### config.mk
export PLATFORM = sky130hd
export DESIGN_NAME = afc_flag_cmd
export DESIGN_NICKNAME = d
export VERILOG_FILES = /design/src/afc_pkg.sv /design/src/afc_hex_dec.sv /design/src/afc_tx.sv /design/src/afc_flag_cmd.sv
export SDC_FILE = /design/constraint.sdc
export NUM_CORES = 1
export LEC_CHECK = 0
export ABC_CLOCK_PERIOD_IN_PS = 5900
export BUFFER_PORTS_ARGS = -buffer_cell sky130_fd_sc_hd__buf_2
export CORE_MARGIN = 1
export CORE_UTILIZATION = 41
export CTS_BUF_LIST = sky130_fd_sc_hd__clkbuf_2 sky130_fd_sc_hd__clkbuf_4 sky130_fd_sc_hd__clkbuf_8
export CTS_CLUSTER_DIAMETER = 150
export CTS_CLUSTER_SIZE = 12
export DETAILED_ROUTE_END_ITERATION = 8
export HOLD_SLACK_MARGIN = 0.02
export SYNTH_ARGS = -nofsm -noshare
export SYNTH_HDL_FRONTEND = slang
export SYNTH_SLANG_ARGS = --single-unit
### constraint.sdc
create_clock -name clk_sys_i -period 5.9 [get_ports clk_sys_i]
set_input_delay 0.295 -clock clk_sys_i [delete_from_list [all_inputs] [get_ports clk_sys_i]]
set_output_delay 0.295 -clock clk_sys_i [all_outputs]
set_load 0.03 [all_outputs]
### src/afc_pkg.sv
// constants shared by the auxiliary flag command handler and its helpers
// assumes byte-wide ascii characters and a single system clock
package afc_pkg;
    // frame characters
    localparam logic [7:0] CHAR_WRITE_DLM = 8'h23;
    localparam logic [7:0] CHAR_READ_DLM  = 8'h24;
    localparam logic [7:0] CHAR_CR        = 8'h0D;
    localparam logic [7:0] CHAR_ACK       = 8'h3E;
    localparam logic [7:0] CHAR_NAK       = 8'h3F;
    localparam logic [7:0] CHAR_CODE_0    = 8'h56;
    localparam logic [7:0] CHAR_CODE_1    = 8'h64;

    // hex digit to ascii offsets
    localparam logic [7:0] ASCII_DIGIT_BASE = 8'h30;
    localparam logic [7:0] ASCII_ALPHA_BASE = 8'h37;
    localparam logic [7:0] ASCII_LOWER_BASE = 8'h57;

    // module identity and flag bank
    localparam logic [7:0]  OWN_ADDR   = 8'h01;
    localparam int          NUM_FLAGS  = 16;
    localparam logic [15:0] FLAGS_RST  = 16'h0000;

    // selector field
    localparam logic [3:0]  SEL_DIGITS  = 4'h4;
    localparam logic [15:0] SEL_ALL     = 16'h0000;
    localparam logic [3:0]  SEL_SINGLE  = 4'h1;

    // field lengths in characters
    localparam logic [3:0] ADDR_DIGITS    = 4'h2;
    localparam logic [3:0] CODE_CHARS     = 4'h2;
    localparam logic [3:0] VAL_DIGITS_MAX = 4'h8;
    localparam int         READ_DIGITS    = 7;

    // reply lengths in characters
    localparam int         MSG_BYTES   = 11;
    localparam logic [3:0] LEN_SHORT   = 4'h4;
    localparam logic [3:0] LEN_READ    = 4'hB;
endpackage

### src/afc_hex_dec.sv
// ascii hex digit decoder, purely combinational
// assumes the character is already qualified by its strobe elsewhere
`timescale 1ns/100ps
module afc_hex_dec (
    // character in
    input  wire logic [7:0] char_i,
    // decoded digit
    output logic [3:0]      nibble_o,
    output logic            is_hex_o
);
    logic [7:0] diff;

    always_comb begin
        diff     = 8'h00;
        nibble_o = 4'h0;
        is_hex_o = 1'b0;
        if (char_i >= 8'h30 && char_i <= 8'h39) begin
            diff     = char_i - afc_pkg::ASCII_DIGIT_BASE;
            nibble_o = diff[3:0];
            is_hex_o = 1'b1;
        end else if (char_i >= 8'h41 && char_i <= 8'h46) begin
            diff     = char_i - afc_pkg::ASCII_ALPHA_BASE;
            nibble_o = diff[3:0];
            is_hex_o = 1'b1;
        end else if (char_i >= 8'h61 && char_i <= 8'h66) begin
            // lower case accepted as well, hosts differ here
            diff     = char_i - afc_pkg::ASCII_LOWER_BASE;
            nibble_o = diff[3:0];
            is_hex_o = 1'b1;
        end
    end
endmodule

### src/afc_tx.sv
// reply serialiser: sends a prepared message one character at a time
// assumes the sink takes a character on a clock edge with valid and ready high
`timescale 1ns/100ps
module afc_tx (
    // clock and reset
    input  wire logic                              clk_sys_i,
    input  wire logic                              rst_n_i,
    // message load
    input  wire logic                              start_i,
    input  wire logic [afc_pkg::MSG_BYTES*8-1:0]   msg_i,
    input  wire logic [3:0]                        len_i,
    // character stream out
    output logic [7:0]                             tx_data_o,
    output logic                                   tx_valid_o,
    input  wire logic                              tx_ready_i,
    // status
    output logic                                   busy_o
);
    logic [afc_pkg::MSG_BYTES*8-1:0] buf_ff;
    logic [afc_pkg::MSG_BYTES*8-1:0] nxt_buf;
    logic [3:0]                      left_ff;
    logic [3:0]                      nxt_left;
    logic [7:0]                      data_ff;
    logic [7:0]                      nxt_data;
    logic                            valid_ff;
    logic                            nxt_valid;

    always_comb begin
        nxt_buf   = buf_ff;
        nxt_left  = left_ff;
        nxt_data  = data_ff;
        nxt_valid = valid_ff;
        if (start_i && !valid_ff) begin
            nxt_data  = msg_i[7:0];
            nxt_buf   = msg_i >> 8;
            nxt_left  = len_i - 4'h1;
            nxt_valid = 1'b1;
        end else if (valid_ff && tx_ready_i) begin
            if (left_ff == 4'h0) begin
                nxt_valid = 1'b0;
            end else begin
                nxt_data = buf_ff[7:0];
                nxt_buf  = buf_ff >> 8;
                nxt_left = left_ff - 4'h1;
            end
        end
    end

    always_ff @(posedge clk_sys_i or negedge rst_n_i) begin
        if (!rst_n_i) begin
            buf_ff   <= '0;
            left_ff  <= 4'h0;
            data_ff  <= 8'h00;
            valid_ff <= 1'b0;
        end else begin
            buf_ff   <= nxt_buf;
            left_ff  <= nxt_left;
            data_ff  <= nxt_data;
            valid_ff <= nxt_valid;
        end
    end

    assign tx_data_o  = data_ff;
    assign tx_valid_o = valid_ff;
    assign busy_o     = valid_ff;
endmodule

### src/afc_flag_cmd.sv
// auxiliary flag command handler: parses ascii frames, keeps the flag bank,
// and replies with framed acknowledgements
// assumes a character source and sink on the same clock (for example a uart)
// with valid/ready handshakes; rx_err_i marks a character with a line error
//
// Summary of operation
// - frames carry two hex address chars after delimiter
// - selector 0000 loads all flags from value
// - selector 100z writes single flag at index z
// - value field hex, four flags per character
// - carriage return 0Dh ends every frame
// - accepted write replies greater-than, address, return
// - invalid operation replies question-mark, address, return
// - syntax, line error or other address: silence
// - read frame returns states of all flags
// - read reply: greater-than, own address, hex flags
// - last hex character holds flags three to zero
// - sixteen individually addressable flags numbered 0-15
`timescale 1ns/100ps
module afc_flag_cmd (
    // clock and reset
    input  wire logic        clk_sys_i,
    input  wire logic        rst_n_i,
    // received characters
    input  wire logic [7:0]  rx_data_i,
    input  wire logic        rx_valid_i,
    input  wire logic        rx_err_i,
    output logic             rx_ready_o,
    // reply characters
    output logic [7:0]       tx_data_o,
    output logic             tx_valid_o,
    input  wire logic        tx_ready_i,
    // flag bank toward the logic rule engine
    output logic [15:0]      flags_o
);
    // one-hot parser states, a single bit each
    typedef enum logic [6:0] {
        ST_IDLE = 7'b000_0001,
        ST_ADDR = 7'b000_0010,
        ST_CODE = 7'b000_0100,
        ST_SEL  = 7'b000_1000,
        ST_VAL  = 7'b001_0000,
        ST_SKIP = 7'b010_0000,
        ST_SEND = 7'b100_0000
    } afc_state_t;

    typedef enum logic [1:0] {
        RPL_NONE = 2'b00,
        RPL_ACK  = 2'b01,
        RPL_NAK  = 2'b10,
        RPL_READ = 2'b11
    } afc_reply_t;

    afc_state_t  st_ff;
    afc_state_t  nxt_st;
    logic [3:0]  cnt_ff;
    logic [3:0]  nxt_cnt;
    logic        rd_dlm_ff;
    logic        nxt_rd_dlm;
    logic [7:0]  addr_ff;
    logic [7:0]  nxt_addr;
    logic [15:0] sel_ff;
    logic [15:0] nxt_sel;
    logic [15:0] val_ff;
    logic [15:0] nxt_val;
    logic [15:0] flags_ff;
    logic [15:0] nxt_flags;

    logic        take;
    logic        is_cr;
    logic [3:0]  nib;
    logic        is_hex;
    afc_reply_t  reply;
    logic        tx_start;
    logic [3:0]  tx_len;
    logic        tx_busy;
    logic [afc_pkg::MSG_BYTES*8-1:0] msg;

    logic        addr_hit;
    logic        wr_all;
    logic        wr_one;
    logic [4*afc_pkg::READ_DIGITS-1:0] flags_pad;
    logic [7:0]  rd_char [afc_pkg::READ_DIGITS];

    function automatic logic [7:0] hex_char(input logic [3:0] n);
        logic [7:0] ext;
        ext = {4'h0, n};
        if (n < 4'hA) begin
            hex_char = afc_pkg::ASCII_DIGIT_BASE + ext;
        end else begin
            hex_char = afc_pkg::ASCII_ALPHA_BASE + ext;
        end
    endfunction

    afc_hex_dec u_hex_dec (
        .char_i   (rx_data_i),
        .nibble_o (nib),
        .is_hex_o (is_hex)
    );

    // no input is taken while a reply goes out, so a new frame waits
    assign rx_ready_o = (st_ff != ST_SEND);
    assign take       = rx_valid_i && rx_ready_o;
    assign is_cr      = (rx_data_i == afc_pkg::CHAR_CR);
    // only our own address is served; other modules on the line stay silent
    assign addr_hit   = (addr_ff == afc_pkg::OWN_ADDR);

    // parser
    always_comb begin
        nxt_st     = st_ff;
        nxt_cnt    = cnt_ff;
        nxt_rd_dlm = rd_dlm_ff;
        nxt_addr   = addr_ff;
        nxt_sel    = sel_ff;
        nxt_val    = val_ff;
        wr_all     = 1'b0;
        wr_one     = 1'b0;
        reply      = RPL_NONE;
        unique case (st_ff)
            ST_IDLE: begin
                if (take && !rx_err_i) begin
                    if (rx_data_i == afc_pkg::CHAR_WRITE_DLM ||
                        rx_data_i == afc_pkg::CHAR_READ_DLM) begin
                        nxt_rd_dlm = (rx_data_i == afc_pkg::CHAR_READ_DLM);
                        nxt_cnt    = 4'h0;
                        nxt_sel    = 16'h0000;
                        nxt_val    = 16'h0000;
                        nxt_st     = ST_ADDR;
                    end
                end
            end
            ST_ADDR: begin
                if (take) begin
                    if (rx_err_i || !is_hex) begin
                        nxt_st = ST_SKIP;
                    end else begin
                        nxt_addr = {addr_ff[3:0], nib};
                        nxt_cnt  = cnt_ff + 4'h1;
                        if (cnt_ff == afc_pkg::ADDR_DIGITS - 4'h1) begin
                            nxt_cnt = 4'h0;
                            nxt_st  = ST_CODE;
                        end
                    end
                end
            end
            ST_CODE: begin
                if (take) begin
                    if (rx_err_i) begin
                        nxt_st = ST_SKIP;
                    end else if (cnt_ff == 4'h0 && rx_data_i == afc_pkg::CHAR_CODE_0) begin
                        nxt_cnt = 4'h1;
                    end else if (cnt_ff == 4'h1 && rx_data_i == afc_pkg::CHAR_CODE_1) begin
                        nxt_cnt = 4'h0;
                        nxt_st  = ST_SEL;
                    end else begin
                        nxt_st = ST_SKIP;
                    end
                end
            end
            ST_SEL: begin
                if (take) begin
                    if (rx_err_i) begin
                        nxt_st = ST_SKIP;
                    end else if (is_cr && cnt_ff == 4'h0) begin
                        // bare flag code: read back the whole bank
                        nxt_st = ST_IDLE;
                        if (addr_hit) begin
                            reply  = RPL_READ;
                            nxt_st = ST_SEND;
                        end
                    end else if (!is_hex || rd_dlm_ff) begin
                        nxt_st = is_cr ? ST_IDLE : ST_SKIP;
                    end else begin
                        nxt_sel = {sel_ff[11:0], nib};
                        nxt_cnt = cnt_ff + 4'h1;
                        if (cnt_ff == afc_pkg::SEL_DIGITS - 4'h1) begin
                            nxt_cnt = 4'h0;
                            nxt_st  = ST_VAL;
                        end
                    end
                end
            end
            ST_VAL: begin
                if (take) begin
                    if (rx_err_i) begin
                        nxt_st = is_cr ? ST_IDLE : ST_SKIP;
                    end else if (is_cr) begin
                        nxt_st = ST_IDLE;
                        if (cnt_ff != 4'h0 && addr_hit) begin
                            nxt_st = ST_SEND;
                            if (sel_ff == afc_pkg::SEL_ALL) begin
                                wr_all = 1'b1;
                                reply  = RPL_ACK;
                            end else if (sel_ff[15:12] == afc_pkg::SEL_SINGLE &&
                                         sel_ff[11:4] == 8'h00) begin
                                wr_one = 1'b1;
                                reply  = RPL_ACK;
                            end else begin
                                reply = RPL_NAK;
                            end
                        end
                    end else if (!is_hex || cnt_ff == afc_pkg::VAL_DIGITS_MAX) begin
                        nxt_st = ST_SKIP;
                    end else begin
                        // last four digits land in the bank, earlier ones shift out
                        nxt_val = {val_ff[11:0], nib};
                        nxt_cnt = cnt_ff + 4'h1;
                    end
                end
            end
            ST_SKIP: begin
                // discard the rest of a bad frame silently
                if (take && is_cr) begin
                    nxt_st = ST_IDLE;
                end
            end
            ST_SEND: begin
                // input stays refused until one clock after the last reply character is taken
                if (!tx_busy) begin
                    nxt_st = ST_IDLE;
                end
            end
        endcase
    end

    always_ff @(posedge clk_sys_i or negedge rst_n_i) begin
        if (!rst_n_i) begin
            st_ff     <= ST_IDLE;
            cnt_ff    <= 4'h0;
            rd_dlm_ff <= 1'b0;
            addr_ff   <= 8'h00;
            sel_ff    <= 16'h0000;
            val_ff    <= 16'h0000;
        end else begin
            st_ff     <= nxt_st;
            cnt_ff    <= nxt_cnt;
            rd_dlm_ff <= nxt_rd_dlm;
            addr_ff   <= nxt_addr;
            sel_ff    <= nxt_sel;
            val_ff    <= nxt_val;
        end
    end

    // flag bank: a whole-bank write loads every flag, a single write only the selected one
    for (genvar g = 0; g < afc_pkg::NUM_FLAGS; g++) begin : g_flag
        logic hit;
        assign hit          = wr_one && (sel_ff[3:0] == 4'(g));
        assign nxt_flags[g] = wr_all ? val_ff[g] : (hit ? val_ff[0] : flags_ff[g]);
    end

    // flags only move on an accepted write, so a read always sees the last one
    always_ff @(posedge clk_sys_i or negedge rst_n_i) begin
        if (!rst_n_i) begin
            flags_ff <= afc_pkg::FLAGS_RST;
        end else begin
            flags_ff <= nxt_flags;
        end
    end

    // read digits: the bank is zero padded up to the digit count, first digit highest
    assign flags_pad = {{(4*afc_pkg::READ_DIGITS-afc_pkg::NUM_FLAGS){1'b0}}, flags_ff};
    for (genvar d = 0; d < afc_pkg::READ_DIGITS; d++) begin : g_digit
        assign rd_char[d] = hex_char(flags_pad[4*(afc_pkg::READ_DIGITS-1-d) +: 4]);
    end

    // reply builder; byte 0 is sent first
    always_comb begin
        msg      = '0;
        tx_len   = afc_pkg::LEN_SHORT;
        tx_start = (reply != RPL_NONE);
        msg[7:0] = (reply == RPL_NAK) ? afc_pkg::CHAR_NAK : afc_pkg::CHAR_ACK;
        msg[15:8]  = hex_char(afc_pkg::OWN_ADDR[7:4]);
        msg[23:16] = hex_char(afc_pkg::OWN_ADDR[3:0]);
        msg[31:24] = afc_pkg::CHAR_CR;
        if (reply == RPL_READ) begin
            tx_len = afc_pkg::LEN_READ;
            // leading digits are zero, the last one holds flags 3..0
            for (int i = 0; i < afc_pkg::READ_DIGITS; i++) begin
                msg[24 + 8*i +: 8] = rd_char[i];
            end
            msg[24 + 8*afc_pkg::READ_DIGITS +: 8] = afc_pkg::CHAR_CR;
        end
    end

    afc_tx u_tx (
        .clk_sys_i  (clk_sys_i),
        .rst_n_i    (rst_n_i),
        .start_i    (tx_start),
        .msg_i      (msg),
        .len_i      (tx_len),
        .tx_data_o  (tx_data_o),
        .tx_valid_o (tx_valid_o),
        .tx_ready_i (tx_ready_i),
        .busy_o     (tx_busy)
    );

    assign flags_o = flags_ff;
endmodule

==> out/results.ini, run 1 <==
[outcome]
status=finished clean

[clocking]
clock_path_buffers=2
cts_root_buffer=clkbuf_8
clk_pin_slew_ns=0.08
cts_resized=0
clk_latency_ns=0.45
cts_tree=built
cts_buffers=17
clock-sinks=144
cts_setup_buffers=0
htree_levels=4

[detailed_routing]
first_iter_violations=462
drc=0
vias_per_cell=5.58
finalWirelength_um=18000
ant_nets=0
dr.pass1.iters=5
wl_per_cell_um=16.7
num_vias=6014

[worst_hold_path]
hp-start=tx_ready_i
min_delay_path_depth=4
min_to=u_tx.busy_o
hp-class=in -> reg

[critical_path]
cp_num_buf_inv=0
cpMaxStageDelayCell=nand2_1
crit_path_max_fanout=31
ff2ff_setup_slack_ns=2.47
crit_type=reg -> reg
path_cells=nor4b_1 > nand4_1 > nor3_2 > nand2_1 > a21oi_1 > ha_1 > nand2_1 > xnor2_1 > nor2_1 > a21oi_1
cpPeakStageDelay_ns=0.73
cp-start-kind=flip-flop
arrival_ns=3.76
cp_top_family=simple AND/OR/NAND/NOR gates
rr_endpoint=u_tx.left_ff[2]
r2r_start=addr_ff[1]
cp.required_ns=6.22
crit_path_end_kind=flip-flop
r2r.worst_path.cells=10

[floorplan]
die_area_um2=18800
die_h_um=137
num_rows=49
num_io_pins=39
start_util_pct=41.7
chipWidth_um=137
core_region_area_um2=18000

[timing]
rsz0062_at_grt=false
tightestPinTransition_ns=1.12
setup_viol=0
drv_slew=0
hold_viol=0
maxSlewHeadroom_pct=25.5
final.setup.tns_ns=0
finalCritPeriodShare_pct=58.2
fin_crit_ns=3.43
final.setup.worst_slack_ns=2.47
fmax_ghz=0.291
clock_skew_ns=0.0119

[finish]
diodes=0
layoutNonFillerInstCount=1078
post-route-util_pct=45.9
drive_above_1_share_pct=12.1
syn_to_final_growth_pct=10.0
fillers=1775
fin_nets=862

[logic_synthesis]
synth.most_common_cell=nand2_1
synth-compound-area-share_pct=17.5
postSynthAreaPerCell_um2=9.10
synth.top_cells.by_count=nand2_1 (161), dfrtp_1 (143), nor2_1 (62)
ys_top_cells_by_area=dfrtp_1 (48%), nand2_1 (8.1%), mux2i_1 (3.6%)
syn_nets=849
synth-xor-area-share_pct=1.05
synth_flop_cell=dfrtp_1
synth_top_area_share_pct=47.7
yosysWarnings=0
ys_seq_area_share_pct=48.1
synth_edf_count=0
muxShareOfSynthArea_pct=4.71
synth_fa_ha_area_share_pct=2.00
syn_area_um2=7500
synth.distinct_cells=75
synth_top_family_by_area=simple AND/OR/NAND/NOR gates
async_flop_share_pct=100
synth_cells=824
synthSimpleGateAreaFrac_pct=22.5
ys_ff_latch=144
yosys.area.top_type=dfrtp_1

[flow_run]
drv_cap=0

[global_routing]
grt_pass1_vias=5710
grt_antenna_before_repair=0
grt_start_max_net_pins=76
overflow=0
grt_pass1_wl_um=29400
track_usage_pct=20.1

[place]
globalplace.congestion=0.901
io_buffers=37
hpwl_um=12000
pre_cts_ws_ns=2.52
dp.cells=1046

[power]
p_leak_nw=3.70
ir_worst_vdd_uv=156
total_power_mw=2.29
power_density_nw_per_um2=278

-- state kept, by name, indices dropped and copies added, names as in the netlist --
| name | flops |
|---|---|
| u_tx.tx_data_o | 7 |
| val_ff | 16 |
| u_tx.busy_o | 1 |
| st_ff | 7 |
| u_tx.left_ff | 4 |
| addr_ff | 8 |
| rd_dlm_ff | 1 |
| flags_o | 16 |
| u_tx.buf_ff | 64 |
| cnt_ff | 4 |
| sel_ff | 16 |
-- metal layers --
layer / wire length (um) / vias up / GRT usage (%) / part of all wire, %
li1: - / 2943 / - / -
met3: 552 / 25 / 3.05 / 3.1
met4: 344 / 0 / 7.20 / 1.9
met1: 8520 / 2931 / 27.2 / 47
met2: 8560 / 115 / 32.7 / 48
met5: 0 / - / 0 / 0
-- per-stage QoR --
step / hold WS (ns) / cell area (um^2)
6_report: 0.189 / 8250
5_1_grt: 0.214 / 8250
4_1_cts: 0.170 / 8250
3_5_place_dp: 0.378 / 7810
3_3_place_gp: 0.383 / 7810
2_1_floorplan: -0.000591 / 7500
-- logic make-up (layout without fill, tap and decap cells) --
| logic type | after synthesis | after routing |
|---|---|---|
| and+or+nand+nor | 344 | 344 |
| AOI/OAI and AO/OA | 207 | 207 |
| DFF | 144 | 144 |
| buffers and inverters | 73 | 98 |
| muxes | 34 | 34 |
| adders and majority gates | 12 | 12 |
| xor gates and xnor gates | 9 | 9 |
| other | 1 | 1 |
-- placed cells by master, fill, tap and decap left out, types with 10 or more instances in the layout --
cell type  instances
nand2b_1          10
nand3_1           11
o21ai_1           19
buf_2             36
nand2_1          161
a21oi_1           53
inv_1             22
nor3_1            20
o31ai_1           10
nor2_1            62
clkbuf_8          21
o21ai_0           48
nor4_1            13
mux2i_1           27
ha_1              12
o211ai_1          14
dfrtp_1          143
-- where the power goes --
part / internal (mW) / switching [mW] / total [mW]
Sequential: 1.03 / 0.0436 / 1.07
Clock: 0.466 / 0.389 / 0.855
Combinational: 0.149 / 0.219 / 0.368
-- worst min-delay path, stage by stage --
cell	delay [ns]
buf_2	0.12
inv_1	0.05
o21ai_0	0.08
nand2_1	0.07
-- final cells by class --
| cell class | count | area [um^2] | share of cell area [%] |
|---|---|---|---|
| Timing Repair Buffer | 45 | 254 | 3.08 |
| Sequential cell | 144 | 3600 | 43.7 |
| Multi-Input combinational cell | 607 | 3590 | 43.6 |
| Tap cell | 229 | 287 | 3.47 |
| Clock inverter | 9 | 130 | 1.58 |
| Inverter | 22 | 82.6 | 1.00 |
| Clock buffer | 22 | 297 | 3.59 |
-- worst max-delay path by stage --
| stage | from | endpoint | slack (ns) | depth (start not counted) |
|---|---|---|---|---|
| finish | addr_ff[1] | u_tx.left_ff[2] | 2.47 | 10 |
| CTS | addr_ff[1] | u_tx.left_ff[2] | 2.51 | 10 |
| global route | addr_ff[1] | u_tx.left_ff[2] | 2.06 | 10 |
| floorplan | st_ff[1] | u_tx.left_ff[2] | 3.21 | 13 |
| detailed placement | addr_ff[1] | u_tx.left_ff[2] | 2.52 | 10 |
| global placement | addr_ff[1] | u_tx.left_ff[2] | 2.63 | 10 |
-- what timing repair did --
item | 4_1_cts | 5_1_grt
endpoints found under the setup margin | 0 | 0
hold buffers | 1 | 0
endpoints found under the hold margin | 74 | 0
Power figures use the tool's default switching activity.
==> run 2, diff against run 1 <==
--- a/config.mk
+++ b/config.mk
@@ -5,7 +5,7 @@
 export SDC_FILE = /design/constraint.sdc
 export NUM_CORES = 1
 export LEC_CHECK = 0
-export ABC_CLOCK_PERIOD_IN_PS = 5900
+export ABC_CLOCK_PERIOD_IN_PS = 3300
 export BUFFER_PORTS_ARGS = -buffer_cell sky130_fd_sc_hd__buf_2
 export CORE_MARGIN = 1
 export CORE_UTILIZATION = 41
==> constraint.sdc (replaced) <==
create_clock -name clk_sys_i -period 3.3 [get_ports clk_sys_i]
set_input_delay 0.165 -clock clk_sys_i [delete_from_list [all_inputs] [get_ports clk_sys_i]]
set_output_delay 0.165 -clock clk_sys_i [all_outputs]
set_load 0.03 [all_outputs]
==> run 2 against run 1 <==
Compared with the run above: worst hold slack worse by 0.14 ns; count of clock-buffer cells in the layout down 2; worst setup slack worse by 2.1 ns; routed wire length fell by 2.1%; die area unchanged; power rose by 80%; utilization increased by 0.69 points; clock skew grew 0.0063 ns; highest routed layer unchanged.
==> out/results.ini, run 2 (synthesis results as in run 1) <==
[clocking]
clk_latency_ns=0.45  ; about the same
holdBufCountCts=1  ; unchanged
clock_path_buffers=2  ; unchanged
clk_pin_slew_ns=0.08  ; about the same
clock-sinks=144  ; unchanged
htree_levels=4  ; unchanged
cts_tree=built
cts_root_buffer=clkbuf_8
cts_setup_buffers=0  ; unchanged
cts_resized=0  ; unchanged
cts_buffers=17  ; unchanged

[detailed_routing]
first_iter_violations=496  ; +7.4%
wirelength_met1_um=8310  ; -2.5%
finalWirelength_um=17600  ; -2.1%
top_layer=met4
num_vias=6004  ; -0.17%
ant_nets=0  ; unchanged
dr.pass1.iters=5  ; unchanged
vias_per_cell=5.51  ; -1.3%
routed-wl-met2_um=8500  ; -0.67%
met3WireLength_um=625  ; +13%
wl_per_cell_um=16.1  ; -3.2%
drc=0  ; unchanged

[place]
dp.cells=1057  ; +1.1%
placed_cell_area_um2=7910  ; +1.2%
globalplace.congestion=0.899  ; -0.13%
hpwl_um=12200  ; +1.3%
io_buffers=37  ; unchanged
pre_cts_ws_ns=0.423  ; -2.10 ns

[critical_path]
cpPeakStageDelay_ns=0.61  ; -0.12 ns
crit_type=reg -> reg
cpMaxStageDelayCell=nor4b_1
arrival_ns=3.28  ; -0.48 ns
cp.required_ns=3.67  ; -2.55 ns
crit_path_end_kind=flip-flop
path_cells=nor4b_1 > nand4_1 > nor3_2 > and3_1 > a21oi_1 > ha_1 > nand2_1 > xnor2_1 > nor2_1 > a21oi_1
cp_num_buf_inv=0  ; unchanged
crit_path_frequent_cell=a21oi_1
crit_path_max_fanout=9  ; -71%
cp-start-kind=flip-flop
cp_top_family=simple AND/OR/NAND/NOR gates

[finish]
post-route-util_pct=46.6  ; +0.69 points
diodes=0  ; unchanged
top_register=u_tx.buf_ff
fin_nets=873  ; +1.3%
largest_reg_flops=64  ; unchanged
syn_to_final_growth_pct=11.7
design_area_um2=8370  ; +1.5%
layout_common_cells=nand2_1 (161), dfrtp_1 (143), nor2_1 (62)
layoutNonFillerInstCount=1090  ; +1.1%
drive_above_1_share_pct=13.4  ; +1.2 points
final_common_cell=nand2_1

[timing]
maxSlewHeadroom_pct=35.1  ; +9.6 points
final.setup.tns_ns=0  ; unchanged
clock_skew_ns=0.0182  ; +0.00631 ns
rsz0062_at_grt=false
hold_viol=0  ; unchanged
finalCritPeriodShare_pct=88.1  ; +30 points
final.setup.worst_slack_ns=0.394  ; -2.07 ns
fin_crit_ns=2.91  ; -0.528 ns
holdWs_ns=0.0525  ; -0.137 ns
fmax_ghz=0.344  ; +18%
drv_slew=0  ; unchanged
setup_viol=0  ; unchanged
tightestPinTransition_ns=0.974  ; -0.144 ns

[global_routing]
grt_pass1_vias=5534  ; -3.1%
grt_pass1_wl_um=28800  ; -1.9%
overflow=0  ; unchanged
track_usage_pct=19.8  ; -0.34 points
grt_antenna_before_repair=0  ; unchanged
grt_start_max_net_pins=78  ; +2.6%

[floorplan]
num_rows=49  ; unchanged
start_util_pct=41.7  ; unchanged
num_io_pins=39  ; unchanged
die_area_um2=18800  ; unchanged
die_h_um=137  ; unchanged
chipWidth_um=137  ; unchanged
core_region_area_um2=18000  ; unchanged

[outcome]
status=finished clean

[power]
p_leak_nw=3.77  ; +1.7%
total_power_mw=4.13  ; +80%
ir_worst_vdd_uv=290  ; +85%
power_density_nw_per_um2=493  ; +77%

[flow_run]
drv_cap=0  ; unchanged

[worst_hold_path]
hp-class=in -> reg

run 2: changes by cell type in the layout (fill, tap and decap cells not counted), sizes merged:
cell and change:
buf +11, clkbuf -2, bufinv +1, clkinv +1
clkinvlp +1
run 2: final timing paths:
check,start,endpoint,slack (ns),cells after the start
min,tx_ready_i,u_tx.busy_o,0.05,4
max,addr_ff[1],u_tx.left_ff[2],0.39,10
min reg2reg,u_tx.buf_ff[48],u_tx.buf_ff[48],0.48,2
max in group asynchronous,rst_n_i,u_tx.buf_ff[6],2.19,3
max reg2reg,addr_ff[1],u_tx.left_ff[2],0.39,10
min in group asynchronous,rst_n_i,u_tx.tx_data_o[4],0.30,2
run 2: area by class of cell:
cell class | instances | area [um^2]
flip-flops and latches | 144 | 3600
multi-input cells | 607 | 3590
repair buffers | 56 | 349
well taps | 229 | 287
fillers | 1789 | 9590
clock buffers | 20 | 275
inverters | 22 | 82.6
clock inverters | 12 | 180
run 2: layer usage:
layer  global-route usage, %  vias up
li1                        -     2959
met3                    3.72       14
met4                    5.86        0
met2                    31.5      113
met5                       0        -
met1                    27.3     2918
run 2: where the power goes:
part / total, mW / switching [mW] / internal, mW
combinational: 0.635 / 0.378 / 0.257
sequential: 1.91 / 0.0769 / 1.83
clock: 1.58 / 0.695 / 0.888
run 2: worst min-delay path: stages:
cell and delay [ns]:
buf_2 0.12, inv_1 0.04, o21ai_0 0.07, nand2_1 0.06
